<file path="src/hdl/rwcm_pkg.sv">
// Purpose: Shared constants and types for the reset, watchdog and clock monitor unit
// Assumes: Bus clock of 250 MHz, one clock domain
// Notes: Long watchdog counts are sized by a top-level parameter, not here
package rwcm_pkg;
    // Bus clock rate
    localparam int unsigned CLK_KHZ = 250000;
    // Pull-low length on the reset pin, in bus cycles
    localparam logic [2:0] DRIVE_CYCLES = 3'h4;
    // Delay from release to sampling, in bus cycles
    localparam logic [2:0] SAMPLE_DELAY_CYCLES = 3'h2;
    // Sequence counter width
    localparam int unsigned SEQ_CNT_W = 3;
    // Window after reset in which the rate field may be written
    localparam logic [6:0] RATE_WINDOW_CYCLES = 7'h40;
    // Rate field after reset: shortest timeout
    localparam logic [1:0] RATE_RESET = 2'h0;
    // Default log2 of the watchdog base prescaler
    localparam int unsigned WDOG_PRESC_LOG2 = 15;
    // Last tick index for dividers 1, 4, 16 and 64
    localparam logic [5:0] TICK_LAST_DIV1 = 6'h00;
    localparam logic [5:0] TICK_LAST_DIV4 = 6'h03;
    localparam logic [5:0] TICK_LAST_DIV16 = 6'h0F;
    localparam logic [5:0] TICK_LAST_DIV64 = 6'h3F;
    // Service values: arming then closing
    localparam logic [7:0] SVC_ARM = 8'h55;
    localparam logic [7:0] SVC_CLOSE = 8'hAA;
    // Clock monitor limits and reference period
    localparam int unsigned CM_FAIL_KHZ = 10;
    localparam int unsigned CM_PASS_KHZ = 200;
    localparam int unsigned CM_REF_PERIOD_US = 1000;
    // Bus cycles per reference period at the failing limit
    localparam int unsigned CM_MIN_CYCLES_INT = CM_FAIL_KHZ * CM_REF_PERIOD_US / 1000;
    localparam int unsigned CM_CNT_W = 16;
    localparam logic [15:0] CM_MIN_CYCLES = CM_MIN_CYCLES_INT[15:0];
    // Reset sequencer states
    typedef enum logic [1:0] {
        ST_IDLE = 2'b00,
        ST_DRIVE = 2'b01,
        ST_WAIT = 2'b10,
        ST_HOLD = 2'b11
    } seq_state_type;
endpackage

</file>
<file path="src/hdl/reset_watchdog_clock_monitor.sv">
// Purpose: Reset sequencer with reset pin, watchdog timer and clock monitor
// Assumes: All inputs synchronous to core_clk_i; pin level is a clean input
// Notes: Pin drive is split into level, enable and sensed level
`timescale 1ns/1ps
module reset_watchdog_clock_monitor #(
    parameter int unsigned PRESC_LOG2 = rwcm_pkg::WDOG_PRESC_LOG2
) (
    input wire logic core_clk_i,
    input wire logic rst_b_i,
    input wire logic ce_i,
    input wire logic por_i,
    input wire logic reset_pin_i,
    output logic reset_pin_o,
    output logic reset_pin_oe_o,
    output logic sys_rst_b_o,
    input wire logic watchdog_disable_bit_i,
    input wire logic special_mode_i,
    input wire logic rate_wr_i,
    input wire logic watchdog_rate_sel_hi_i,
    input wire logic watchdog_rate_sel_lo_i,
    input wire logic svc_wr_i,
    input wire logic [7:0] watchdog_service_register_i,
    input wire logic clock_monitor_enable_i,
    input wire logic stop_mode_i,
    input wire logic ref_tick_i,
    output logic [1:0] watchdog_rate_o,
    output logic watchdog_armed_o,
    output logic cause_ext_o,
    output logic cause_por_o,
    output logic cause_wdog_o,
    output logic cause_clkmon_o
);
    // Sequencer state and its step counter
    rwcm_pkg::seq_state_type state;
    rwcm_pkg::seq_state_type next_state;
    logic [rwcm_pkg::SEQ_CNT_W-1:0] seq_cnt;
    // Sources seen when the sequence began
    // Kept apart from the cause flags, which change only at sampling
    logic pend_por;
    logic pend_wdog;
    logic pend_cm;
    // Watchdog prescaler and timeout tick counter
    // Prescaler width follows the parameter; benches may shorten it
    logic [PRESC_LOG2-1:0] presc_cnt;
    logic [5:0] tick_cnt;
    // Rate lock window after reset
    // Counter stops at the window end so it never reopens the window
    logic [6:0] rate_cnt;
    logic rate_written;
    // Clock monitor measurement
    logic [rwcm_pkg::CM_CNT_W-1:0] cm_cnt;
    logic cm_valid;

    // Decoded conditions
    // Plain decodes as named wires; the registers below stay short
    wire in_idle = (state == rwcm_pkg::ST_IDLE);
    wire drive_done = (seq_cnt == rwcm_pkg::DRIVE_CYCLES - 3'h1);
    wire sample_now = (seq_cnt == rwcm_pkg::SAMPLE_DELAY_CYCLES - 3'h1);
    wire wdog_on = ~watchdog_disable_bit_i;
    wire wdog_run = wdog_on & in_idle;
    wire presc_wrap = &presc_cnt;
    // last tick index per rate code
    // Code three falls to the last arm, the largest divider
    wire [5:0] tick_last = (watchdog_rate_o == 2'h0) ? rwcm_pkg::TICK_LAST_DIV1 :
                           (watchdog_rate_o == 2'h1) ? rwcm_pkg::TICK_LAST_DIV4 :
                           (watchdog_rate_o == 2'h2) ? rwcm_pkg::TICK_LAST_DIV16 :
                           rwcm_pkg::TICK_LAST_DIV64;
    // Expiry needs the last tick and a prescaler wrap in one cycle
    wire wdog_expire = wdog_run & presc_wrap & (tick_cnt == tick_last);
    // closing value counts only after arming
    wire svc_close = svc_wr_i & (watchdog_service_register_i == rwcm_pkg::SVC_CLOSE)
                     & watchdog_armed_o;
    wire svc_arm = svc_wr_i & (watchdog_service_register_i == rwcm_pkg::SVC_ARM);
    // writes only inside window, once, unless special mode
    wire rate_ok = rate_wr_i & (special_mode_i |
                   (~rate_written & (rate_cnt < rwcm_pkg::RATE_WINDOW_CYCLES)));
    // too few bus cycles per reference period
    wire cm_slow = ref_tick_i & cm_valid & (cm_cnt < rwcm_pkg::CM_MIN_CYCLES);
    // stop halts clocks, so enabled stop fails
    wire cm_fail = clock_monitor_enable_i & in_idle & (cm_slow | stop_mode_i);
    // Sources seen mid-sequence start nothing and are not queued; only power-on is kept, as a cause
    // any of the four sources starts the sequence
    wire start_seq = por_i | ~reset_pin_i | wdog_expire | cm_fail;

    // Sequencer next state
    // Wait and hold read the pin; idle treats it as one more source
    always_comb begin
        next_state = state;
        case (state)
            rwcm_pkg::ST_IDLE: begin
                // Idle until a source appears
                if (start_seq) begin
                    next_state = rwcm_pkg::ST_DRIVE;
                end
            end
            rwcm_pkg::ST_DRIVE: begin
                if (drive_done) begin
                    next_state = rwcm_pkg::ST_WAIT;
                end
            end
            rwcm_pkg::ST_WAIT: begin
                if (sample_now) begin
                    next_state = reset_pin_i ? rwcm_pkg::ST_IDLE : rwcm_pkg::ST_HOLD;
                end
            end
            rwcm_pkg::ST_HOLD: begin
                // stay in reset until pin high
                if (reset_pin_i) begin
                    next_state = rwcm_pkg::ST_IDLE;
                end
            end
            default: begin
                next_state = rwcm_pkg::ST_DRIVE;
            end
        endcase
    end

    // Pin drive and internal reset follow the next state
    wire next_oe = (next_state == rwcm_pkg::ST_DRIVE);
    // reset held until sequence back to idle
    wire next_sys_rst_b = (next_state == rwcm_pkg::ST_IDLE);
    // Step counter restarts on every state change
    // It may wrap while holding; hold does not decode it
    wire [rwcm_pkg::SEQ_CNT_W-1:0] next_seq_cnt =
        (next_state != state) ? '0 : seq_cnt + 3'h1;

    // Sequencer registers; reset begins a power-on sequence
    // Reset enters the drive phase so every start looks like power-on
    always_ff @(posedge core_clk_i) begin
        if (!rst_b_i) begin
            state <= rwcm_pkg::ST_DRIVE;
            seq_cnt <= '0;
            reset_pin_oe_o <= 1'b1;
            sys_rst_b_o <= 1'b0;
        end else if (ce_i) begin
            state <= next_state;
            seq_cnt <= next_seq_cnt;
            reset_pin_oe_o <= next_oe;
            sys_rst_b_o <= next_sys_rst_b;
        end
    end

    // Pin only ever drives low; the enable decides
    // Never driving high avoids a fight with outside reset circuitry
    always_ff @(posedge core_clk_i) begin
        if (!rst_b_i) begin
            reset_pin_o <= 1'b0;
        end else if (ce_i) begin
            reset_pin_o <= 1'b0;
        end
    end

    // Record which internal sources opened the sequence
    // Overwritten when a sequence opens; a late power-on is added, so causes may mix
    always_ff @(posedge core_clk_i) begin
        if (!rst_b_i) begin
            pend_por <= 1'b1;
            pend_wdog <= 1'b0;
            pend_cm <= 1'b0;
        end else if (ce_i) begin
            if (in_idle && start_seq) begin
                // watchdog expiry gets its own flag, not the pin path
                pend_por <= por_i;
                pend_wdog <= wdog_expire;
                pend_cm <= cm_fail;
            end else if (por_i) begin
                // Late power-on still counts as cause
                pend_por <= 1'b1;
            end
        end
    end

    // cause flags latched at the sampling point
    // Flags stand until the next sample for startup code to read
    always_ff @(posedge core_clk_i) begin
        if (!rst_b_i) begin
            cause_ext_o <= 1'b0;
            cause_por_o <= 1'b1;
            cause_wdog_o <= 1'b0;
            cause_clkmon_o <= 1'b0;
        end else if (ce_i) begin
            if (state == rwcm_pkg::ST_WAIT && sample_now) begin
                cause_ext_o <= ~reset_pin_i;
                cause_por_o <= pend_por;
                cause_wdog_o <= pend_wdog;
                cause_clkmon_o <= pend_cm;
            end
        end
    end

    // Watchdog prescaler and ticks; cleared in reset or on service
    // Parked at zero whenever the watchdog is off or in reset
    always_ff @(posedge core_clk_i) begin
        if (!rst_b_i) begin
            presc_cnt <= '0;
            tick_cnt <= 6'h00;
        end else if (ce_i) begin
            if (!wdog_run || svc_close) begin
                presc_cnt <= '0;
                tick_cnt <= 6'h00;
            end else begin
                // Sized step keeps the sum at prescaler width
                presc_cnt <= presc_cnt + PRESC_LOG2'(1);
                if (presc_wrap) begin
                    tick_cnt <= (tick_cnt == tick_last) ? 6'h00 : tick_cnt + 6'h01;
                end
            end
        end
    end

    // Service arming flag
    // Any internal reset drops arming, so a stale arming write cannot count
    always_ff @(posedge core_clk_i) begin
        if (!rst_b_i) begin
            watchdog_armed_o <= 1'b0;
        end else if (ce_i) begin
            if (!in_idle) begin
                watchdog_armed_o <= 1'b0;
            end else if (svc_wr_i) begin
                // any other value drops the arming
                watchdog_armed_o <= svc_arm;
            end
        end
    end

    // Rate field with its write window; internal reset restores it
    // Trade-off: one window counter serves every reset cause alike
    always_ff @(posedge core_clk_i) begin
        if (!rst_b_i) begin
            watchdog_rate_o <= rwcm_pkg::RATE_RESET;
            rate_cnt <= 7'h00;
            rate_written <= 1'b0;
        end else if (ce_i) begin
            if (!in_idle) begin
                watchdog_rate_o <= rwcm_pkg::RATE_RESET;
                rate_cnt <= 7'h00;
                rate_written <= 1'b0;
            end else begin
                // Window counter saturates at its end
                if (rate_cnt < rwcm_pkg::RATE_WINDOW_CYCLES) begin
                    rate_cnt <= rate_cnt + 7'h01;
                end
                if (rate_ok) begin
                    watchdog_rate_o <= {watchdog_rate_sel_hi_i, watchdog_rate_sel_lo_i};
                    rate_written <= 1'b1;
                end
            end
        end
    end

    // Clock monitor: bus cycles counted per reference period
    // Limitation: the threshold assumes the nominal reference period
    // The first period after enabling is partial, so it only arms the check.
    // A fully stopped clock cannot be seen by clocked logic; stop mode is used.
    always_ff @(posedge core_clk_i) begin
        if (!rst_b_i) begin
            cm_cnt <= '0;
            cm_valid <= 1'b0;
        end else if (ce_i) begin
            if (ref_tick_i) begin
                cm_cnt <= '0;
            end else if (~&cm_cnt) begin
                // Saturate so a long period never wraps low
                cm_cnt <= cm_cnt + 16'h0001;
            end
            // clearing enable before stop disarms check
            if (!clock_monitor_enable_i || !in_idle) begin
                cm_valid <= 1'b0;
            end else if (ref_tick_i) begin
                cm_valid <= 1'b1;
            end
        end
    end
endmodule

</file>
<file path="config.mk">
export PLATFORM = sky130hd
export DESIGN_NAME = reset_watchdog_clock_monitor
export DESIGN_NICKNAME = d
export VERILOG_FILES = /design/src/hdl/rwcm_pkg.sv /design/src/hdl/reset_watchdog_clock_monitor.sv
export SDC_FILE = /design/constraint.sdc
export NUM_CORES = 1
export LEC_CHECK = 0
export BUFFER_PORTS_ARGS = -buffer_cell sky130_fd_sc_hd__buf_2
export CAP_MARGIN = 30
export CELL_PAD_IN_SITES_DETAIL_PLACEMENT = 1
export CELL_PAD_IN_SITES_GLOBAL_PLACEMENT = 1
export CORE_MARGIN = 4
export CORE_UTILIZATION = 44
export DETAILED_ROUTE_END_ITERATION = 10
export GPL_TIMING_DRIVEN = 0
export MAX_ROUTING_LAYER = met4
export PLACE_DENSITY = 0.78
export SLEW_MARGIN = 20
export SYNTH_ARGS = -nofsm -noshare
export SYNTH_HDL_FRONTEND = slang
export SYNTH_SLANG_ARGS = --single-unit
</file>
<file path="constraint.sdc">
create_clock -name core_clk_i -period 2.3 [get_ports core_clk_i]
set_clock_uncertainty 0.15 [all_clocks]
set_input_delay 0.345 -clock core_clk_i [delete_from_list [all_inputs] [get_ports core_clk_i]]
set_output_delay 0.345 -clock core_clk_i [all_outputs]
set_load 0.02 [all_outputs]
</file>
==> flow_metrics.py <==
metrics = {
    "floorplan": {
        "dieArea_sq_mm": 0.00858,
        "die_w_um": 92.6,
        "row_count": 30,
        "core_area_sq_mm": 0.00687,
        "io_pins": 32,
        "initial_core_util": 0.459,
        "dieHeight_um": 92.6,
    },
    "detailed_routing": {
        "first_pass_iters": 4,
        "drt-total-wl_um": 8180,
        "via_per_inst": 5.58,
        "drt_iter0_markers": 64,
        "ant_nets": 0,
        "wl_per_cell_um": 15.8,
        "drc": 0,
        "via_count": 2888,
    },
    "synth": {
        "synth_warnings": 0,
        "syn_area_sq_mm": 0.00315,
        "synth-edff-count": 0,
        "synth_area_leader_cell": "dfxtp_1",
        "ys_types": 54,
        "seq_area_frac_synth": 0.400,
        "synth-main-ff-cell": "dfxtp_1",
        "synth_top_area_frac": 0.400,
        "yosys-top-cells-area": "dfxtp_1 40%, nor2_1 6.8%, xor2_1 5.3%",
        "synth_cells": 377,
        "ys_seq_elements": 63,
        "ys_async_sr_fraction": 0,
        "avgSynthCellArea_sq_um": 8.36,
        "syn_nets": 406,
    },
    "global_routing": {
        "grt_pass1_vias": 3028,
        "grtUsageTotal": 0.210,
        "grt_max_degree": 11,
        "antenna_found_initial": 0,
        "grt_pass1_wl_um": 14000,
        "grt-ovfl-total": 0,
    },
    "sta": {
        "fmax_mhz": 453,
        "finalSetupViolCount": 0,
        "setup_slack_ps": 92.4,
        "rsz0062_at_grt": "false",
        "fin_crit_ps": 2210,
        "relSlewSlack": 0.615,
        "tightest_slew_ps": 578,
        "hold_violations": 0,
        "min_period_over_period": 0.960,
        "setup_tns_ps": 0,
        "drv_slew": 0,
        "holdWs_ps": 117,
    },
    "clock_network": {
        "cts.htree.levels": 3,
        "clock_sinks": 63,
        "clk_pin_slew_worst_paths_ps": 70,
        "clockBufferDepth": 2,
        "clk-insertion-delay-late_ps": 340,
        "numCtsBuffers": 9,
        "root_buffer": "clkbuf_8",
        "post-cts-setup-buffer-count": 0,
        "tritoncts": "built",
    },
    "placement": {
        "dp_hpwl_um": 5870,
        "placed_area_sq_mm": 0.00342,
        "gp_congestion": 0.795,
        "io_buffers": 30,
        "dp_slack_ps": -301,
    },
    "cells_and_area": {
        "syn_to_final_growth_pct": 15.7,
        "stdcell_area_sq_mm": 0.00364,
        "nets": 447,
        "nFillCells": 858,
        "diodes": 0,
        "drive_gt1_frac": 0.140,
    },
    "run": {
        "maxCapViolations": 0,
    },
    "power_and_ir_drop": {
        "power.density_mw_per_mm2": 587,
        "ir_drop_uv": 302,
        "leakage_nw": 1.35,
    },
    "setup_path": {
        "r2r_slack_ps": 90,
        "required_ps": 2440,
        "critical_path_class": "register to register",
        "endpoint_kind": "register",
        "cp_data_arrival_time_ps": 2350,
        "cp-start-kind": "register",
        "critical_path.max_fanout": 7,
    },
    "outcome": {
        "status": "complete, no violations",
    },
    "hold_path": {
        "hp-class": "input port to register",
    },
}
[layout make-up]
type,instances,area [sq um],share of cell area
buffer,14,60.1,0.0165
clock buffer,14,153,0.0419
clock inverter,1,5.00,0.00137
inverter,9,33.8,0.00927
multi-input combinational,291,1860,0.511
sequential,63,1260,0.346
tap,96,120,0.0330
timing repair buffer,30,150,0.0412
[critical path, stage by stage (launching register included)]
cell	delay (ps)
dfxtp_1	390
or3_4	460
and2_4	190
or3_1	310
clkbuf_1	200
nand2b_4	220
o21ba_2	230
[logic make-up after synthesis]
family,Yosys count,share of synthesized area
other,1,0.00119
AO/OA/AOI/OAI,71,0.156
AND/OR/NAND/NOR,177,0.287
flip-flops,63,0.400
adder cells (fa/ha/maj),7,0.0278
buffers and inverters,23,0.0286
XOR/XNOR,29,0.0806
multiplexers,6,0.0191
[registers in the layout, summed over array words and instances, names as in the netlist, 2 cells and up]
| signal | flops |
|---|---|
| seq_cnt | 3 |
| state | 2 |
| presc_cnt | 15 |
| watchdog_rate_o | 2 |
| rate_cnt | 7 |
| tick_cnt | 6 |
| cm_cnt | 16 |
[worst paths after layout]
kind	endpoint	start	cells past startpoint
worst max-delay path	tick_cnt[5]	state[0]	6
worst min-delay path	pend_por	por_i	2
worst max register to register	tick_cnt[5]	state[0]	6
worst min register to register	rate_written	rate_written	2
[routing by layer]
layer,up-vias,wire length (um),GRT usage
met1,1385,3790,0.252
met2,51,4010,0.352
li1,1445,-,-
met3,7,287,0.0431
met5,-,0,-
met4,0,93,0.0745
[per-stage QoR]
step / power, mW / utilization / cells
after floorplan: 1.26 / - / 377
after global placement: 1.32 / 0.498 / 503
after detailed placement: 1.32 / 0.498 / 503
after CTS: 2.17 / 0.523 / 518
after global routing: 2.24 / 0.531 / 518
final: 2.14 / 0.531 / 518
[where the power goes]
group | leakage (nW) | total [mW] | switching (mW) | internal (mW)
logic | 0.757 | 0.177 | 0.111 | 0.0662
clock network | 0.0805 | 0.836 | 0.420 | 0.415
registers | 0.509 | 1.13 | 0.0184 | 1.11
total | 1.35 | 2.14 | 0.549 | 1.59
[placed cells by master (no fill, tap or decap), types with 13 or more instances in the layout]
cell type,netlist,routed
nand3_1,17,17
nor2_1,57,57
xor2_1,19,19
nand2_1,32,32
dfxtp_1,63,63
buf_2,0,30
a21oi_1,14,13
nor3_1,14,14
clkbuf_1,11,13
o21ai_0,18,17
[what timing repair did]
action / 4_1_cts / 5_1_grt
resized for setup: 2 / 13
hold buffers: 0 / 0
pin swaps: 0 / 1
endpoints found under the setup margin: 4 / 21
[synth_stat cells (3+ instances only)]
cell type,n
dfxtp_1,63
nor2_1,57
nand2_1,32
xor2_1,19
o21ai_0,18
nand3_1,17
a21oi_1,14
nor3_1,14
clkbuf_1,11
nand4_1,10
xnor2_1,10
inv_1,9
nor4_1,9
o211ai_1,8
ha_1,7
mux2i_1,6
and3_1,5
and4_1,5
o31ai_1,5
nand3b_1,4
nor2b_1,4
or3_1,4
a32oi_1,3
nor4bb_1,3
o21a_1,3
(Power assumes the default switching activity.)
